$ cat src/pkg/sbfw_params.svh
// constants of the serial boot flash-write protocol engine
`ifndef SBFW_PARAMS_SVH
`define SBFW_PARAMS_SVH

`define SBFW_CLK_MHZ      100
`define SBFW_SYNC_WAIT_US 20
`define SBFW_MATCH        8'h5a
`define SBFW_RATE_DEF     8'h28
`define SBFW_CMD_WRITE    8'h30
`define SBFW_ERR_LEAD     8'ha1
`define SBFW_ERR_MID      8'ha3
`define SBFW_ERR_RATE     8'h62
`define SBFW_ERR_CMD      8'h63
`define SBFW_REC_MARK     8'h3a
`define SBFW_REC_DATA     8'h00
`define SBFW_REC_END      8'h01
`define SBFW_ERR_MID_AT   4'h3
`define SBFW_ERR_CODE_AT  4'h6
`define SBFW_ERR_LAST     4'h8
`define SBFW_ADDR_LAST    8'h03
`define SBFW_ADDR_TOP     17'h10000
`define SBFW_RATE_SLOTS   5
`define SBFW_FIFO_FULL    2'h2

`endif

$ cat src/pkg/sbfw_pkg.sv
// types shared by both ends of the serial boot flash-write link
`include "sbfw_params.svh"
package sbfw_pkg;

  typedef enum logic [4:0] {
    D_MATCH, D_RATE, D_RATE_APPLY, D_CMD, D_PADDR, D_CNT_RD, D_PW, D_HUNT,
    D_LEN, D_AHI, D_ALO, D_TYPE, D_DATA, D_CKS, D_SUM_HI, D_SUM_LO, D_ERR, D_HALT
  } sbfw_dev_st_t;

  typedef enum logic [3:0] {
    H_IDLE, H_SYNC, H_SYNC_WAIT, H_RATE, H_RATE_WAIT, H_CMD, H_CMD_WAIT,
    H_ADDR, H_PW, H_REC, H_SUM_HI, H_SUM_LO, H_FAIL
  } sbfw_host_st_t;

  typedef struct packed {
    sbfw_dev_st_t    st;
    logic            rx_rdy;
    logic            halted;
    logic [7:0]      rate;
    logic [7:0]      rate_pend;
    logic            rate_pulse;
    logic [15:0]     cnt_addr;
    logic [15:0]     pw_addr;
    logic [15:0]     mem_addr;
    logic [7:0]      pw_cnt;
    logic [7:0]      idx;
    logic [7:0]      rec_len;
    logic [7:0]      rec_idx;
    logic [7:0]      rec_type;
    logic [7:0]      rec_sum;
    logic [15:0]     rec_addr;
    logic [15:0]     xsum;
    logic            wr_valid;
    logic [15:0]     wr_addr;
    logic [7:0]      wr_data;
    logic [7:0]      err_code;
    logic [3:0]      err_idx;
    logic [1:0][7:0] fq;
    logic            fq_wp;
    logic            fq_rp;
    logic [1:0]      fq_cnt;
  } sbfw_dev_state_t;

  typedef struct packed {
    sbfw_host_st_t st;
    logic          tx_valid;
    logic [7:0]    tx_data;
    logic          rx_rdy;
    logic          pw_rdy;
    logic          rec_rdy;
    logic [15:0]   timer;
    logic [7:0]    idx;
    logic          busy;
    logic          done;
    logic          fail;
    logic          sum_valid;
    logic [15:0]   sum;
  } sbfw_host_state_t;

endpackage

$ cat src/pkg/sbfw_link_if.sv
// byte link between the external programming controller and the device
`timescale 1ns/1ps
interface sbfw_link_if;
  logic       h2d_valid;
  logic       h2d_ready;
  logic [7:0] h2d_data;
  logic       h2d_err;
  logic       d2h_valid;
  logic       d2h_ready;
  logic [7:0] d2h_data;
  logic [7:0] rate;

  modport dev (
    input  h2d_valid, h2d_data, h2d_err, d2h_ready,
    output h2d_ready, d2h_valid, d2h_data, rate
  );
  modport host (
    output h2d_valid, h2d_data, h2d_err, d2h_ready,
    input  h2d_ready, d2h_valid, d2h_data, rate
  );
endinterface

$ cat src/hdl/sbfw_dev.sv
// device end: boot-mode flash-write protocol engine
`timescale 1ns/1ps
`include "sbfw_params.svh"
module sbfw_dev (
  input  wire logic                           CLK_SYS,
  input  wire logic                           RSTN,
  sbfw_link_if.dev                            bus,
  input  wire logic [8*`SBFW_RATE_SLOTS-1:0]  RATE_CODES,
  input  wire logic                           BLANK,
  input  wire logic                           READ_PROT,
  output logic      [15:0]                    MEM_ADDR,
  input  wire logic [7:0]                     MEM_RDATA,
  output logic                                WR_VALID,
  output logic      [15:0]                    WR_ADDR,
  output logic      [7:0]                     WR_DATA,
  output logic      [7:0]                     LINK_RATE,
  output logic                                RATE_UPDATE,
  output logic                                HALTED
);

  localparam sbfw_pkg::sbfw_dev_state_t DevRst = '{
    st: sbfw_pkg::D_MATCH, rate: `SBFW_RATE_DEF, default: '0};

  sbfw_pkg::sbfw_dev_state_t s;
  sbfw_pkg::sbfw_dev_state_t n;
  logic [`SBFW_RATE_SLOTS-1:0] rate_hit;

  // one comparator per rate code valid at this operating frequency
  for (genvar i = 0; i < `SBFW_RATE_SLOTS; i++) begin : g_rate
    assign rate_hit[i] = (bus.h2d_data == RATE_CODES[i*8 +: 8]);
  end

  // link side of the two-entry reply buffer
  assign bus.d2h_valid = (s.fq_cnt != 2'h0);
  assign bus.d2h_data  = s.fq[s.fq_rp];
  assign bus.h2d_ready = s.rx_rdy;
  assign bus.rate      = s.rate;

  // user outputs straight from the state register
  assign MEM_ADDR    = s.mem_addr;
  assign WR_VALID    = s.wr_valid;
  assign WR_ADDR     = s.wr_addr;
  assign WR_DATA     = s.wr_data;
  assign LINK_RATE   = s.rate;
  assign RATE_UPDATE = s.rate_pulse;
  assign HALTED      = s.halted;

  // next-state of the whole engine
  always_comb begin
    logic       take;
    logic       bad;
    logic       pop;
    logic       push;
    logic [7:0] pbyte;
    logic [7:0] b;
    logic [7:0] rsum;
    n     = s;
    take  = bus.h2d_valid && s.rx_rdy;
    bad   = bus.h2d_err;
    b     = bus.h2d_data;
    pop   = (s.fq_cnt != 2'h0) && bus.d2h_ready;
    push  = 1'b0;
    pbyte = 8'h00;
    rsum  = s.rec_sum + b;
    n.rate_pulse = 1'b0;
    n.wr_valid   = 1'b0;
    case (s.st)
      sbfw_pkg::D_MATCH: begin
        // a corrupt or wrong byte is simply not recognised; keep hunting
        if (take && !bad && b == `SBFW_MATCH) begin
          push  = 1'b1;
          pbyte = `SBFW_MATCH;
          n.st  = sbfw_pkg::D_RATE;
        end
      end
      sbfw_pkg::D_RATE: begin
        if (take) begin
          if (!bad && (|rate_hit)) begin
            push        = 1'b1;
            pbyte       = b;
            n.rate_pend = b;
            n.st        = sbfw_pkg::D_RATE_APPLY;
          end else begin
            n.err_code = `SBFW_ERR_RATE;
            n.err_idx  = 4'h0;
            n.st       = sbfw_pkg::D_ERR;
          end
        end
      end
      sbfw_pkg::D_RATE_APPLY: begin
        // switching before the echo leaves would garble it at the far end
        if (s.fq_cnt == 2'h0) begin
          n.rate       = s.rate_pend;
          n.rate_pulse = 1'b1;
          n.st         = sbfw_pkg::D_CMD;
        end
      end
      sbfw_pkg::D_CMD: begin
        if (take) begin
          if (bad || b != `SBFW_CMD_WRITE) begin
            n.err_code = `SBFW_ERR_CMD;
            n.err_idx  = 4'h0;
            n.st       = sbfw_pkg::D_ERR;
          end else if (READ_PROT) begin
            n.st = sbfw_pkg::D_HALT;
          end else begin
            push   = 1'b1;
            pbyte  = b;
            n.idx  = 8'h00;
            n.xsum = 16'h0000;
            n.st   = sbfw_pkg::D_PADDR;
          end
        end
      end
      sbfw_pkg::D_PADDR: begin
        if (take) begin
          if (bad) begin
            n.st = sbfw_pkg::D_HALT;
          end else begin
            case (s.idx[1:0])
              2'h0: n.cnt_addr[15:8] = b;
              2'h1: n.cnt_addr[7:0]  = b;
              2'h2: n.pw_addr[15:8]  = b;
              default: n.pw_addr[7:0] = b;
            endcase
            n.idx = s.idx + 8'h01;
            if (s.idx == `SBFW_ADDR_LAST) begin
              n.mem_addr = s.cnt_addr;
              n.st       = sbfw_pkg::D_CNT_RD;
            end
          end
        end
      end
      sbfw_pkg::D_CNT_RD: begin
        // an empty count or a string running past the top is a bad address
        n.pw_cnt   = MEM_RDATA;
        n.idx      = 8'h00;
        n.mem_addr = s.pw_addr;
        if (MEM_RDATA == 8'h00 ||
            ({1'b0, s.pw_addr} + {9'h000, MEM_RDATA}) > `SBFW_ADDR_TOP) begin
          n.st = sbfw_pkg::D_HALT;
        end else if (BLANK) begin
          n.st = sbfw_pkg::D_HUNT;
        end else begin
          n.st = sbfw_pkg::D_PW;
        end
      end
      sbfw_pkg::D_PW: begin
        if (take) begin
          if (bad || b != MEM_RDATA) begin
            n.st = sbfw_pkg::D_HALT;
          end else begin
            n.idx      = s.idx + 8'h01;
            n.mem_addr = s.mem_addr + 16'h0001;
            if (s.idx + 8'h01 == s.pw_cnt) begin
              n.st = sbfw_pkg::D_HUNT;
            end
          end
        end
      end
      sbfw_pkg::D_HUNT: begin
        if (take && bad) begin
          n.st = sbfw_pkg::D_HALT;
        end else if (take && b == `SBFW_REC_MARK) begin
          n.rec_sum = 8'h00;
          n.st      = sbfw_pkg::D_LEN;
        end
      end
      sbfw_pkg::D_LEN, sbfw_pkg::D_AHI, sbfw_pkg::D_ALO, sbfw_pkg::D_TYPE,
      sbfw_pkg::D_DATA, sbfw_pkg::D_CKS: begin
        if (take && bad) begin
          n.st = sbfw_pkg::D_HALT;
        end else if (take) begin
          n.rec_sum = rsum;
          case (s.st)
            sbfw_pkg::D_LEN: begin
              n.rec_len = b;
              n.rec_idx = 8'h00;
              n.st      = sbfw_pkg::D_AHI;
            end
            sbfw_pkg::D_AHI: begin
              n.rec_addr[15:8] = b;
              n.st             = sbfw_pkg::D_ALO;
            end
            sbfw_pkg::D_ALO: begin
              n.rec_addr[7:0] = b;
              n.st            = sbfw_pkg::D_TYPE;
            end
            sbfw_pkg::D_TYPE: begin
              n.rec_type = b;
              if (b == `SBFW_REC_DATA && s.rec_len != 8'h00) begin
                n.st = sbfw_pkg::D_DATA;
              end else if (b == `SBFW_REC_DATA || 
                           (b == `SBFW_REC_END && s.rec_len == 8'h00)) begin
                n.st = sbfw_pkg::D_CKS;
              end else begin
                n.st = sbfw_pkg::D_HALT;
              end
            end
            sbfw_pkg::D_DATA: begin
              n.wr_valid = 1'b1;
              n.wr_addr  = s.rec_addr + {8'h00, s.rec_idx};
              n.wr_data  = b;
              n.xsum     = s.xsum + {8'h00, b};
              n.rec_idx  = s.rec_idx + 8'h01;
              if (s.rec_idx + 8'h01 == s.rec_len) begin
                n.st = sbfw_pkg::D_CKS;
              end
            end
            default: begin
              // record bytes including its checksum must sum to zero
              if (rsum != 8'h00) begin
                n.st = sbfw_pkg::D_HALT;
              end else if (s.rec_type == `SBFW_REC_END) begin
                n.st = sbfw_pkg::D_SUM_HI;
              end else begin
                n.st = sbfw_pkg::D_HUNT;
              end
            end
          endcase
        end
      end
      sbfw_pkg::D_SUM_HI: begin
        if (s.fq_cnt != `SBFW_FIFO_FULL) begin
          push  = 1'b1;
          pbyte = s.xsum[15:8];
          n.st  = sbfw_pkg::D_SUM_LO;
        end
      end
      sbfw_pkg::D_SUM_LO: begin
        if (s.fq_cnt != `SBFW_FIFO_FULL) begin
          push  = 1'b1;
          pbyte = s.xsum[7:0];
          n.st  = sbfw_pkg::D_CMD;
        end
      end
      sbfw_pkg::D_ERR: begin
        // nine error bytes trickle out as the buffer drains
        if (s.fq_cnt != `SBFW_FIFO_FULL) begin
          push      = 1'b1;
          pbyte     = (s.err_idx < `SBFW_ERR_MID_AT)  ? `SBFW_ERR_LEAD :
                      (s.err_idx < `SBFW_ERR_CODE_AT) ? `SBFW_ERR_MID  : s.err_code;
          n.err_idx = s.err_idx + 4'h1;
          if (s.err_idx + 4'h1 == `SBFW_ERR_LAST + 4'h1) begin
            n.st = sbfw_pkg::D_HALT;
          end
        end
      end
      default: begin
        n.halted = 1'b1;
      end
    endcase
    if (push) begin
      n.fq[s.fq_wp] = pbyte;
      n.fq_wp       = ~s.fq_wp;
    end
    if (pop) begin
      n.fq_rp = ~s.fq_rp;
    end
    n.fq_cnt = s.fq_cnt + {1'b0, push} - {1'b0, pop};
    // receive only with room for a reply; halt keeps draining and drops
    n.rx_rdy = (n.fq_cnt != `SBFW_FIFO_FULL) &&
               (n.st != sbfw_pkg::D_RATE_APPLY) && (n.st != sbfw_pkg::D_CNT_RD) &&
               (n.st != sbfw_pkg::D_ERR) && (n.st != sbfw_pkg::D_SUM_HI) &&
               (n.st != sbfw_pkg::D_SUM_LO);
  end

  // single state register
  always_ff @(posedge CLK_SYS or negedge RSTN) begin
    if (!RSTN) begin
      s <= DevRst;
    end else begin
      s <= n;
    end
  end

endmodule

$ cat src/flat_wrapper.sv
// flat-port wrapper written by rule: the top's interface ports become plain ports
module sbfw_dev_flat 
  (CLK_SYS, RSTN, RATE_CODES, BLANK, READ_PROT, MEM_ADDR, MEM_RDATA, WR_VALID, WR_ADDR, WR_DATA, LINK_RATE, RATE_UPDATE, HALTED, bus_h2d_valid, bus_h2d_data, bus_h2d_err, bus_d2h_ready, bus_h2d_ready, bus_d2h_valid, bus_d2h_data, bus_rate);
  sbfw_link_if bus_i ();
  input  wire logic CLK_SYS;
  input  wire logic RSTN;
  input  wire logic [8*`SBFW_RATE_SLOTS-1:0] RATE_CODES;
  input  wire logic BLANK;
  input  wire logic READ_PROT;
  output logic      [15:0] MEM_ADDR;
  input  wire logic [7:0] MEM_RDATA;
  output logic WR_VALID;
  output logic      [15:0] WR_ADDR;
  output logic      [7:0] WR_DATA;
  output logic      [7:0] LINK_RATE;
  output logic RATE_UPDATE;
  output logic HALTED;
  input wire logic [$bits(bus_i.h2d_valid)-1:0] bus_h2d_valid;
  input wire logic [$bits(bus_i.h2d_data)-1:0] bus_h2d_data;
  input wire logic [$bits(bus_i.h2d_err)-1:0] bus_h2d_err;
  input wire logic [$bits(bus_i.d2h_ready)-1:0] bus_d2h_ready;
  output wire logic [$bits(bus_i.h2d_ready)-1:0] bus_h2d_ready;
  output wire logic [$bits(bus_i.d2h_valid)-1:0] bus_d2h_valid;
  output wire logic [$bits(bus_i.d2h_data)-1:0] bus_d2h_data;
  output wire logic [$bits(bus_i.rate)-1:0] bus_rate;
  assign bus_i.h2d_valid = bus_h2d_valid;
  assign bus_i.h2d_data = bus_h2d_data;
  assign bus_i.h2d_err = bus_h2d_err;
  assign bus_i.d2h_ready = bus_d2h_ready;
  assign bus_h2d_ready = bus_i.h2d_ready;
  assign bus_d2h_valid = bus_i.d2h_valid;
  assign bus_d2h_data = bus_i.d2h_data;
  assign bus_rate = bus_i.rate;
  sbfw_dev u_core (.CLK_SYS(CLK_SYS), .RSTN(RSTN), .bus(bus_i), .RATE_CODES(RATE_CODES), .BLANK(BLANK), .READ_PROT(READ_PROT), .MEM_ADDR(MEM_ADDR), .MEM_RDATA(MEM_RDATA), .WR_VALID(WR_VALID), .WR_ADDR(WR_ADDR), .WR_DATA(WR_DATA), .LINK_RATE(LINK_RATE), .RATE_UPDATE(RATE_UPDATE), .HALTED(HALTED));
endmodule
$ cat config.mk
export PLATFORM = sky130hd
export DESIGN_NAME = sbfw_dev_flat
export DESIGN_NICKNAME = d
export VERILOG_FILES = /design/src/pkg/sbfw_pkg.sv /design/src/pkg/sbfw_link_if.sv /design/src/hdl/sbfw_dev.sv /design/src/flat_wrapper.sv
export VERILOG_INCLUDE_DIRS = /design/src /design/src/pkg
export SDC_FILE = /design/constraint.sdc
export NUM_CORES = 1
export LEC_CHECK = 0
export ABC_AREA = 1
export ABC_CLOCK_PERIOD_IN_PS = 2400
export BUFFER_PORTS_ARGS = -buffer_cell sky130_fd_sc_hd__buf_4
export CAP_MARGIN = 20
export CORE_UTILIZATION = 35
export DETAILED_ROUTE_END_ITERATION = 10
export SLEW_MARGIN = 15
export SYNTH_ARGS = -nofsm -noshare
export SYNTH_HDL_FRONTEND = slang
export SYNTH_SLANG_ARGS = --single-unit
$ cat constraint.sdc
create_clock -name CLK_SYS -period 2.4 [get_ports CLK_SYS]
set_clock_uncertainty 0.15 [all_clocks]
set_input_delay 0.48 -clock CLK_SYS [delete_from_list [all_inputs] [get_ports CLK_SYS]]
set_output_delay 0.48 -clock CLK_SYS [all_outputs]
set_load 0.1 [all_outputs]
==> results of run 1 <==
[layout make-up]
type	instances	area, sq um	share of cell area [%]
multi-input combinational	1161	6782	38.64
sequential	203	5090	29.00
timing repair buffer	425	3467	19.75
inverter	202	787.0	4.484
clock buffer	34	709.4	4.042
tap	461	576.8	3.287
clock inverter	12	138.9	0.7913
[power breakdown]
group          switching [W]  internal [W]  total [W]
Sequential                 0       0.00342    0.00342
Clock                0.00158       0.00230    0.00389
Combinational       0.000365      0.000288   0.000653
Total                0.00195       0.00602    0.00797
[cell usage after synthesis, types with 3 or more instances]
master and count:
nand2_1 445, dfrtp_1 201, inv_1 171, o21ai_0 165
nor2_1 110, nand3_1 89, buf_4 67, xnor2_1 48
ha_1 42, a21oi_1 41, o22ai_1 35, nor3_1 27
inv_2 26, nand4_1 25, clkbuf_1 22, xor2_1 20
o21ai_1 17, buf_2 8, nor2_2 8, or2_2 8
nand2_2 7, nand3b_1 6, nor4_1 5, a32oi_1 4
clkinv_1 4, fa_1 4, nor2_4 4, a221oi_1 3
a22oi_1 3, buf_6 3, nand3_2 3, or2_1 3
[timing repair]
action	CTS	global route
endpoints found under the setup margin	60	81
gates resized for setup	45	124
buffers inserted	11	25
pin swaps	29	44
hold buffers	1	0
endpoints found under the hold margin	55	0
[how the worst min path moves through the flow]
| stage | endpoint | slack, ns | start | depth (start not counted) |
|---|---|---|---|---|
| floorplan | u_core.HALTED | 0.03 | RSTN | 0 |
| global route | u_core.s[135] | 0.14 | MEM_RDATA[6] | 4 |
| detailed placement | u_core.HALTED | 0.31 | u_core.HALTED | 1 |
| global placement | u_core.HALTED | 0.31 | u_core.HALTED | 1 |
| CTS | u_core.s[135] | 0.12 | MEM_RDATA[6] | 4 |
| finish | u_core.s[135] | 0.14 | MEM_RDATA[6] | 4 |
[metrics by stage]
stage	TNS [ns]	cell area, sq um	instances	power [W]
2_1_floorplan	-0.4355	12740	1667	0.003741
6_report	-2.079	17550	2498	0.007966
4_1_cts	-1.623	16870	2477	0.008060
3_5_place_dp	-27.28	15780	2419	0.004125
5_1_grt	-4.761	17550	2498	0.008266
3_3_place_gp	-25.42	15780	2419	0.004123
[cell usage in the layout (no fill, tap or decap), types with 25 or more instances in the layout]
cell / Yosys / routed
a21oi_1: 41 / 32
o21ai_1: 17 / 30
inv_1: 171 / 161
dfrtp_1: 201 / 195
nand3_1: 89 / 78
inv_2: 26 / 32
ha_1: 42 / 33
nand4_1: 25 / 25
o21ai_0: 165 / 148
xnor2_1: 48 / 44
nor2_1: 110 / 87
buf_4: 67 / 390
clkbuf_16: 0 / 25
nand2_1: 445 / 430
o22ai_1: 35 / 33
[sequential cells by signal (all words and copies together) (netlist names)]
signal                flops
u_core.LINK_RATE          8
u_core.s                151
u_core.WR_DATA            8
u_core.bus.h2d_ready      1
u_core.HALTED             1
u_core.WR_ADDR           16
u_core.RATE_UPDATE        1
u_core.MEM_ADDR          16
u_core.WR_VALID           1
[critical path, cell delays in order (launching register included)]
cell and delay (ns):
dfrtp_1 0.38, ha_1 0.36, a21oi_1 0.28, or2_1 0.16
nand3_1 0.07, nand2_1 0.06, nand2_1 0.08, nand3_2 0.13
nand2_4 0.08, buf_4 0.15, nand2_2 0.05, o21ai_2 0.07
buf_4 0.14, a21oi_2 0.15, nand2_1 0.07, nand2_1 0.08
nand3_2 0.06, nor2_2 0.11, nor2_1 0.05
[routing by layer]
| layer | vias up | track usage (%) | routed length (microns) |
|---|---|---|---|
| met5 | - | 0 | 0 |
| met4 | 0 | 5.360 | 953 |
| met3 | 70 | 2.631 | 1754 |
| met2 | 284 | 34.46 | 18490 |
| met1 | 5760 | 29.54 | 18270 |
| li1 | 6090 | - | - |
[logic make-up after synthesis]
group	synth area share (%)
flip-flops	40.16
adder cells (fa/ha/maj)	4.785
XOR/XNOR	5.062
buffers and inverters	11.25
AND/OR/NAND/NOR	25.66
AO/OA/AOI/OAI	13.08
==> out/qor.csv, run 1 <==
metric;value;unit
status;complete, but fails checks;
failing checks;negative setup slack;
clock sink count;203;
post-synth top area share;39.75;%
antenna diode instance count;0;
clk_lat worst skew;0.55;ns
post-layout min period;2.787;ns
wirelength, routed;39.46;mm
vias per cell;4.886;
Iter 0 DRT Violations;866;
Synth Flop Type;dfrtp_1;
RSZ-0062 raised after global routing;true;
setup ws final;-0.3869;ns
area grow syn2layout;38.69;%
Core Box Area;0.03557;sq mm
Leak;8.728;nW
Synth area leaders;dfrtp_1, nand2_1, o21ai_0;
Setup crit start;u_core.s[92];
Final GP Congestion;0.9338;
cell taking the most area after synthesis;dfrtp_1;
Root Buffer;clkbuf_16;
antenna viol nets, final;0;
dpl ws;-0.6919;ns
Fmax;358.8;MHz
Syn Nets;1776;
Hold Crit Class;input port to register;
Slew @ Worst Pin;0.7939;ns
grt total ovfl;0;
Yosys Warn Count;0;
# IOs;132;
vias after detailed routing;12200;
initial antenna violation count;1;
final worst-path cycle share;116.1;%
Synth Instances;1667;
Max VDD drop;0.4554;mV
crit path kind;register to register;
largest net degree at the start of global routing;62;
CP Data Arrival Time;3.07;ns
Fin. Hold Viols;0;
DRT Pass-1 Iters;5;
Critical R2R Capture;u_core.bus.h2d_ready;
DPL Wire Length;29.35;mm
average wire per standard cell;15.80;microns
Placement Rows;69;
TritonCTS clock tree;built;
layout filler cell count;3440;
sequential element share of the synthesized area;40.16;%
H-tree lvl count;1;
share of cells above drive strength 1;32.25;%
crit path launch type;register;
Worst R2R Path Depth;18;
endpoint class of the critical path;register;
Max Slew Vio Count;0;
RR Startpoint;u_core.s[92];
Post-synth EDFFs;0;
Die W;192.1;microns
Tot GR Track Use;21.15;%
effective utilization at floorplan;35.58;%
Mapped Area;0.01265;sq mm
Critical Path End;u_core.bus.h2d_ready;
max-cap violations;0;
Async SR Flop Fraction;100.0;%
vias in the first global route;11830;
# DRC;0;
Mean Syn Cell Area;7.591;sq um
die area;0.03692;sq mm
maximum net fanout on the critical path;6;
clock slew seen by the registers of the worst setup and hold paths;0.06;ns
first-pass GRT wire length;61.83;mm
Required @ worst endpoint;2.69;ns
Worst R2R Setup Slack;-0.39;ns
Die H;192.1;microns
nets@finish;2127;
final hold slack;0.1372;ns
maximum buffer depth of the clock tree;3;
slew margin rel.;46.38;%
Setup violations, final;14;
PortBufs;131;
Num CTS Buffers;25;
#FFs+latches synth;203;
Synth cell types;66;
Pwr Density;453.9;mW/mm^2
fin util;49.34;%
No activity file was read; power rests on OpenSTA's default activity.
==> run 2, diff against run 1 <==
--- a/config.mk
+++ b/config.mk
@@ -6,7 +6,6 @@
 export SDC_FILE = /design/constraint.sdc
 export NUM_CORES = 1
 export LEC_CHECK = 0
-export ABC_AREA = 1
 export ABC_CLOCK_PERIOD_IN_PS = 2400
 export BUFFER_PORTS_ARGS = -buffer_cell sky130_fd_sc_hd__buf_4
 export CAP_MARGIN = 20
==> run 2 against run 1 <==
Compared with the run above: the run still ends with negative setup slack left; routed wire length grew 2.1%; cell count is 14% lower; via count fell by 8.6%; count of clock-buffer cells in the layout shrank 4; total power rose by 110%; utilization is 2.0 points higher; combinational power grew to 12 times the previous value; worst hold slack got worse by 0.047 ns; critical endpoint unchanged; largest power group is now combinational cells; highest routed layer unchanged.
==> out/qor.csv, run 2 <==
metric;value;unit;change
internal power;0.01006;W;+67%
Setup violations, final;57;;+43
post-layout min period;3.386;ns;+0.5988 ns
crit path launch type;register;;
layout filler cell count;3216;;-6.5%
Die W;189.4;microns;-1.4%
endpoint class of the critical path;register;;
max-cap violations;0;;unchanged
critical path's top delay family;compound AO/OA/AOI/OAI gates;;
final worst-path cycle share;141.1;%;+25 points
maximum net fanout on the critical path;4;;-2
Buf/Inv on CP;1;;-1
max reg flops;151;;unchanged
Required @ worst endpoint;2.72;ns;+0.03 ns
antenna viol nets, final;0;;unchanged
#FFs+latches synth;203;;unchanged
Root Buffer;clkbuf_16;;
switch share;40.90;%;+16 points
Post-synth EDFFs;0;;unchanged
Slew @ Worst Pin;0.5563;ns;-0.2376 ns
grt total ovfl;0;;unchanged
Tot GR Track Use;22.63;%;+1.5 points
Num CTS Buffers;26;;+4.0%
placed cell area;0.01544;sq mm;-2.1%
TNS Setup;-11.13;ns;-9.051 ns
Synth area leaders;dfrtp_1, mux2_2, nand2_1;;
Placement Rows;68;;-1.4%
Fmax;295.4;MHz;-18%
Final GP Congestion;0.9481;;+1.5%
Syn Nets;1409;;-21%
cell taking the most area after synthesis;dfrtp_1;;
Combinational Power Share;47.9;%;+40 points
Crit-path slowest cell;o41a_1;;
effective utilization at floorplan;35.59;%;about the same
worst path cell trace;ha_4 -> fa_2 -> or4bb_1 -> o21ai_1 -> a21oi_1 -> o41a_1 -> o211ai_2 -> a311o_1 -> o21ai_2 -> clkinv_2 -> nor2_2 -> a22oi_2 -> and4_1;;
post-synth top area share;40.92;%;+1.2 points
Synth cell types;76;;+15%
PortBufs;131;;unchanged
RSZ-0062 raised after global routing;true;;
dpl ws;-1.268;ns;-0.5758 ns
average wire per standard cell;18.84;microns;+19%
Net Sw Power;0.006958;W;+260%
largest net degree at the start of global routing;54;;-13%
initial antenna violation count;0;;-1
Mapped Area;0.01229;sq mm;-2.9%
most common cell in the netlist;dfrtp_1;;
vias after detailed routing;11150;;-8.6%
wirelength, routed;40.27;mm;+2.1%
antenna diode instance count;0;;unchanged
most common cell after layout, fill and taps aside;buf_4;;
clock sink count;203;;unchanged
failing checks;negative setup slack;;
final instance area;0.01772;sq mm;+0.96%
Fin. Hold Viols;0;;unchanged
status;complete, but fails checks;;
clock slew seen by the registers of the worst setup and hold paths;0.06;ns;about the same
DPL Wire Length;28.89;mm;-1.6%
crit path kind;register to register;;
setup ws final;-0.9857;ns;-0.5988 ns
total power;0.01701;W;+110%
die area;0.03588;sq mm;-2.8%
vias per cell;5.218;;+6.8%
Post-synth top cells;dfrtp_1, nand2_1, nor2_1, o21ai_0, mux2_2;;
Die H;189.4;microns;-1.4%
CP Data Arrival Time;3.71;ns;+0.64 ns
Synth Flop Type;dfrtp_1;;
vias in the first global route;11390;;-3.7%
Max VDD drop;0.5849;mV;+28%
Synth Instances;1300;;-22%
# DRC;0;;unchanged
Worst path max stage delay;0.51;ns;+0.13 ns
H-tree lvl count;1;;unchanged
commonest cells after routing, fill and taps aside;buf_4, dfrtp_1, nand2_1;;
# IOs;132;;unchanged
area grow syn2layout;44.14;%;
Max Slew Vio Count;0;;unchanged
nets@finish;1772;;-17%
TritonCTS clock tree;built;;
maximum buffer depth of the clock tree;3;;unchanged
sequential element share of the synthesized area;41.34;%;+1.2 points
Biggest register;u_core.s;;
register share of total power;28.5;%;-15 points
Mean Syn Cell Area;9.456;sq um;+25%
power share of the clock group;23.5;%;-25 points
Yosys Warn Count;0;;unchanged
DRT Pass-1 Iters;7;;+2
Iter 0 DRT Violations;609;;-30%
Leak;8.417;nW;-3.6%
Pwr Density;960.1;mW/mm^2;+110%
clk_lat worst skew;0.54;ns;about the same
first-pass GRT wire length;63.42;mm;+2.6%
Hold Crit Class;input port to register;;
Async SR Flop Fraction;100.0;%;unchanged
fin util;51.30;%;+2.0 points
share of cells above drive strength 1;44.00;%;+12 points
slew margin rel.;62.45;%;+16 points
Core Box Area;0.03454;sq mm;-2.9%
run 2: kinds of logic (layout without fill, tap and decap cells):
kind of cell	after synthesis	in the layout	share of synthesized area [%]
flops	203	203	41.34
buf+inv	144	523	6.239
fa+ha+maj	46	46	4.926
simple gates	441	444	17.50
xor+xnor	108	108	7.695
compound gates	264	264	13.70
mux	94	94	8.600
run 2: worst register-to-register path, stage by stage, from the launching register on:
cell and delay [ns]:
dfrtp_1 0.41, ha_4 0.19, fa_2 0.39, or4bb_1 0.48, o21ai_1 0.09, a21oi_1 0.08
o41a_1 0.51, o211ai_2 0.30, a311o_1 0.19, o21ai_2 0.09, clkinv_2 0.06, nor2_2 0.04
a22oi_2 0.14, and4_1 0.19
run 2: final cells by class:
| type | instances | area [sq um] | area share (%) |
|---|---|---|---|
| multi-input cells | 956 | 7405 | 41.79 |
| flip-flops and latches | 203 | 5092 | 28.74 |
| repair buffers | 443 | 3637 | 20.53 |
| clock buffers | 30 | 695.7 | 3.926 |
| well taps | 455 | 569.3 | 3.213 |
| clock inverters | 17 | 191.4 | 1.080 |
| inverters | 33 | 128.9 | 0.7273 |
run 2: final timing paths:
path,start,end,slack [ns],depth (start not counted)
setup reg to reg,u_core.s[153],u_core.bus.h2d_ready,-0.99,13
min in group asynchronous,RSTN,u_core.s[153],0.32,2
hold / removal,MEM_RDATA[7],u_core.s[136],0.09,2
setup / recovery,u_core.s[153],u_core.bus.h2d_ready,-0.99,13
hold reg to reg,u_core.LINK_RATE[5],u_core.LINK_RATE[5],0.32,2
max in group asynchronous,RSTN,u_core.LINK_RATE[5],1.09,3
run 2: timing repair:
| action | in CTS | in global routing |
|---|---|---|
| resized for setup | 150 | 90 |
| pin swaps | 78 | 61 |
| endpoints found under the setup margin | 90 | 128 |
| setup buffers | 59 | 17 |
| hold endpoints to repair | 49 | 0 |
| hold buffers | 1 | 0 |
| gates cloned | 3 | 0 |
run 2: per-layer routing:
metal	up-vias	track usage, %	routed length, microns
met5	-	0	0
met4	0	6.576	1061
met3	70	2.706	1708
met2	302	38.11	19450
met1	5496	30.37	18050
li1	5283	-	-
run 2: power groups by stage:
stage               Combinational [W]  Sequential, W  Clock [W]
floorplan                     0.00491        0.00473          0
global placement              0.00705        0.00481          0
detailed placement            0.00711        0.00484          0
CTS                           0.00811        0.00482    0.00409
global route                  0.00877        0.00495    0.00423
finish                        0.00815        0.00485    0.00401
run 2: through the flow:
step,std cells,hold slack [ns]
after floorplan,1300,0.03441
after global placement,2038,0.3075
after detailed placement,2038,0.3123
after CTS,2143,0.07601
after global routing,2137,0.08112
final,2137,0.08998
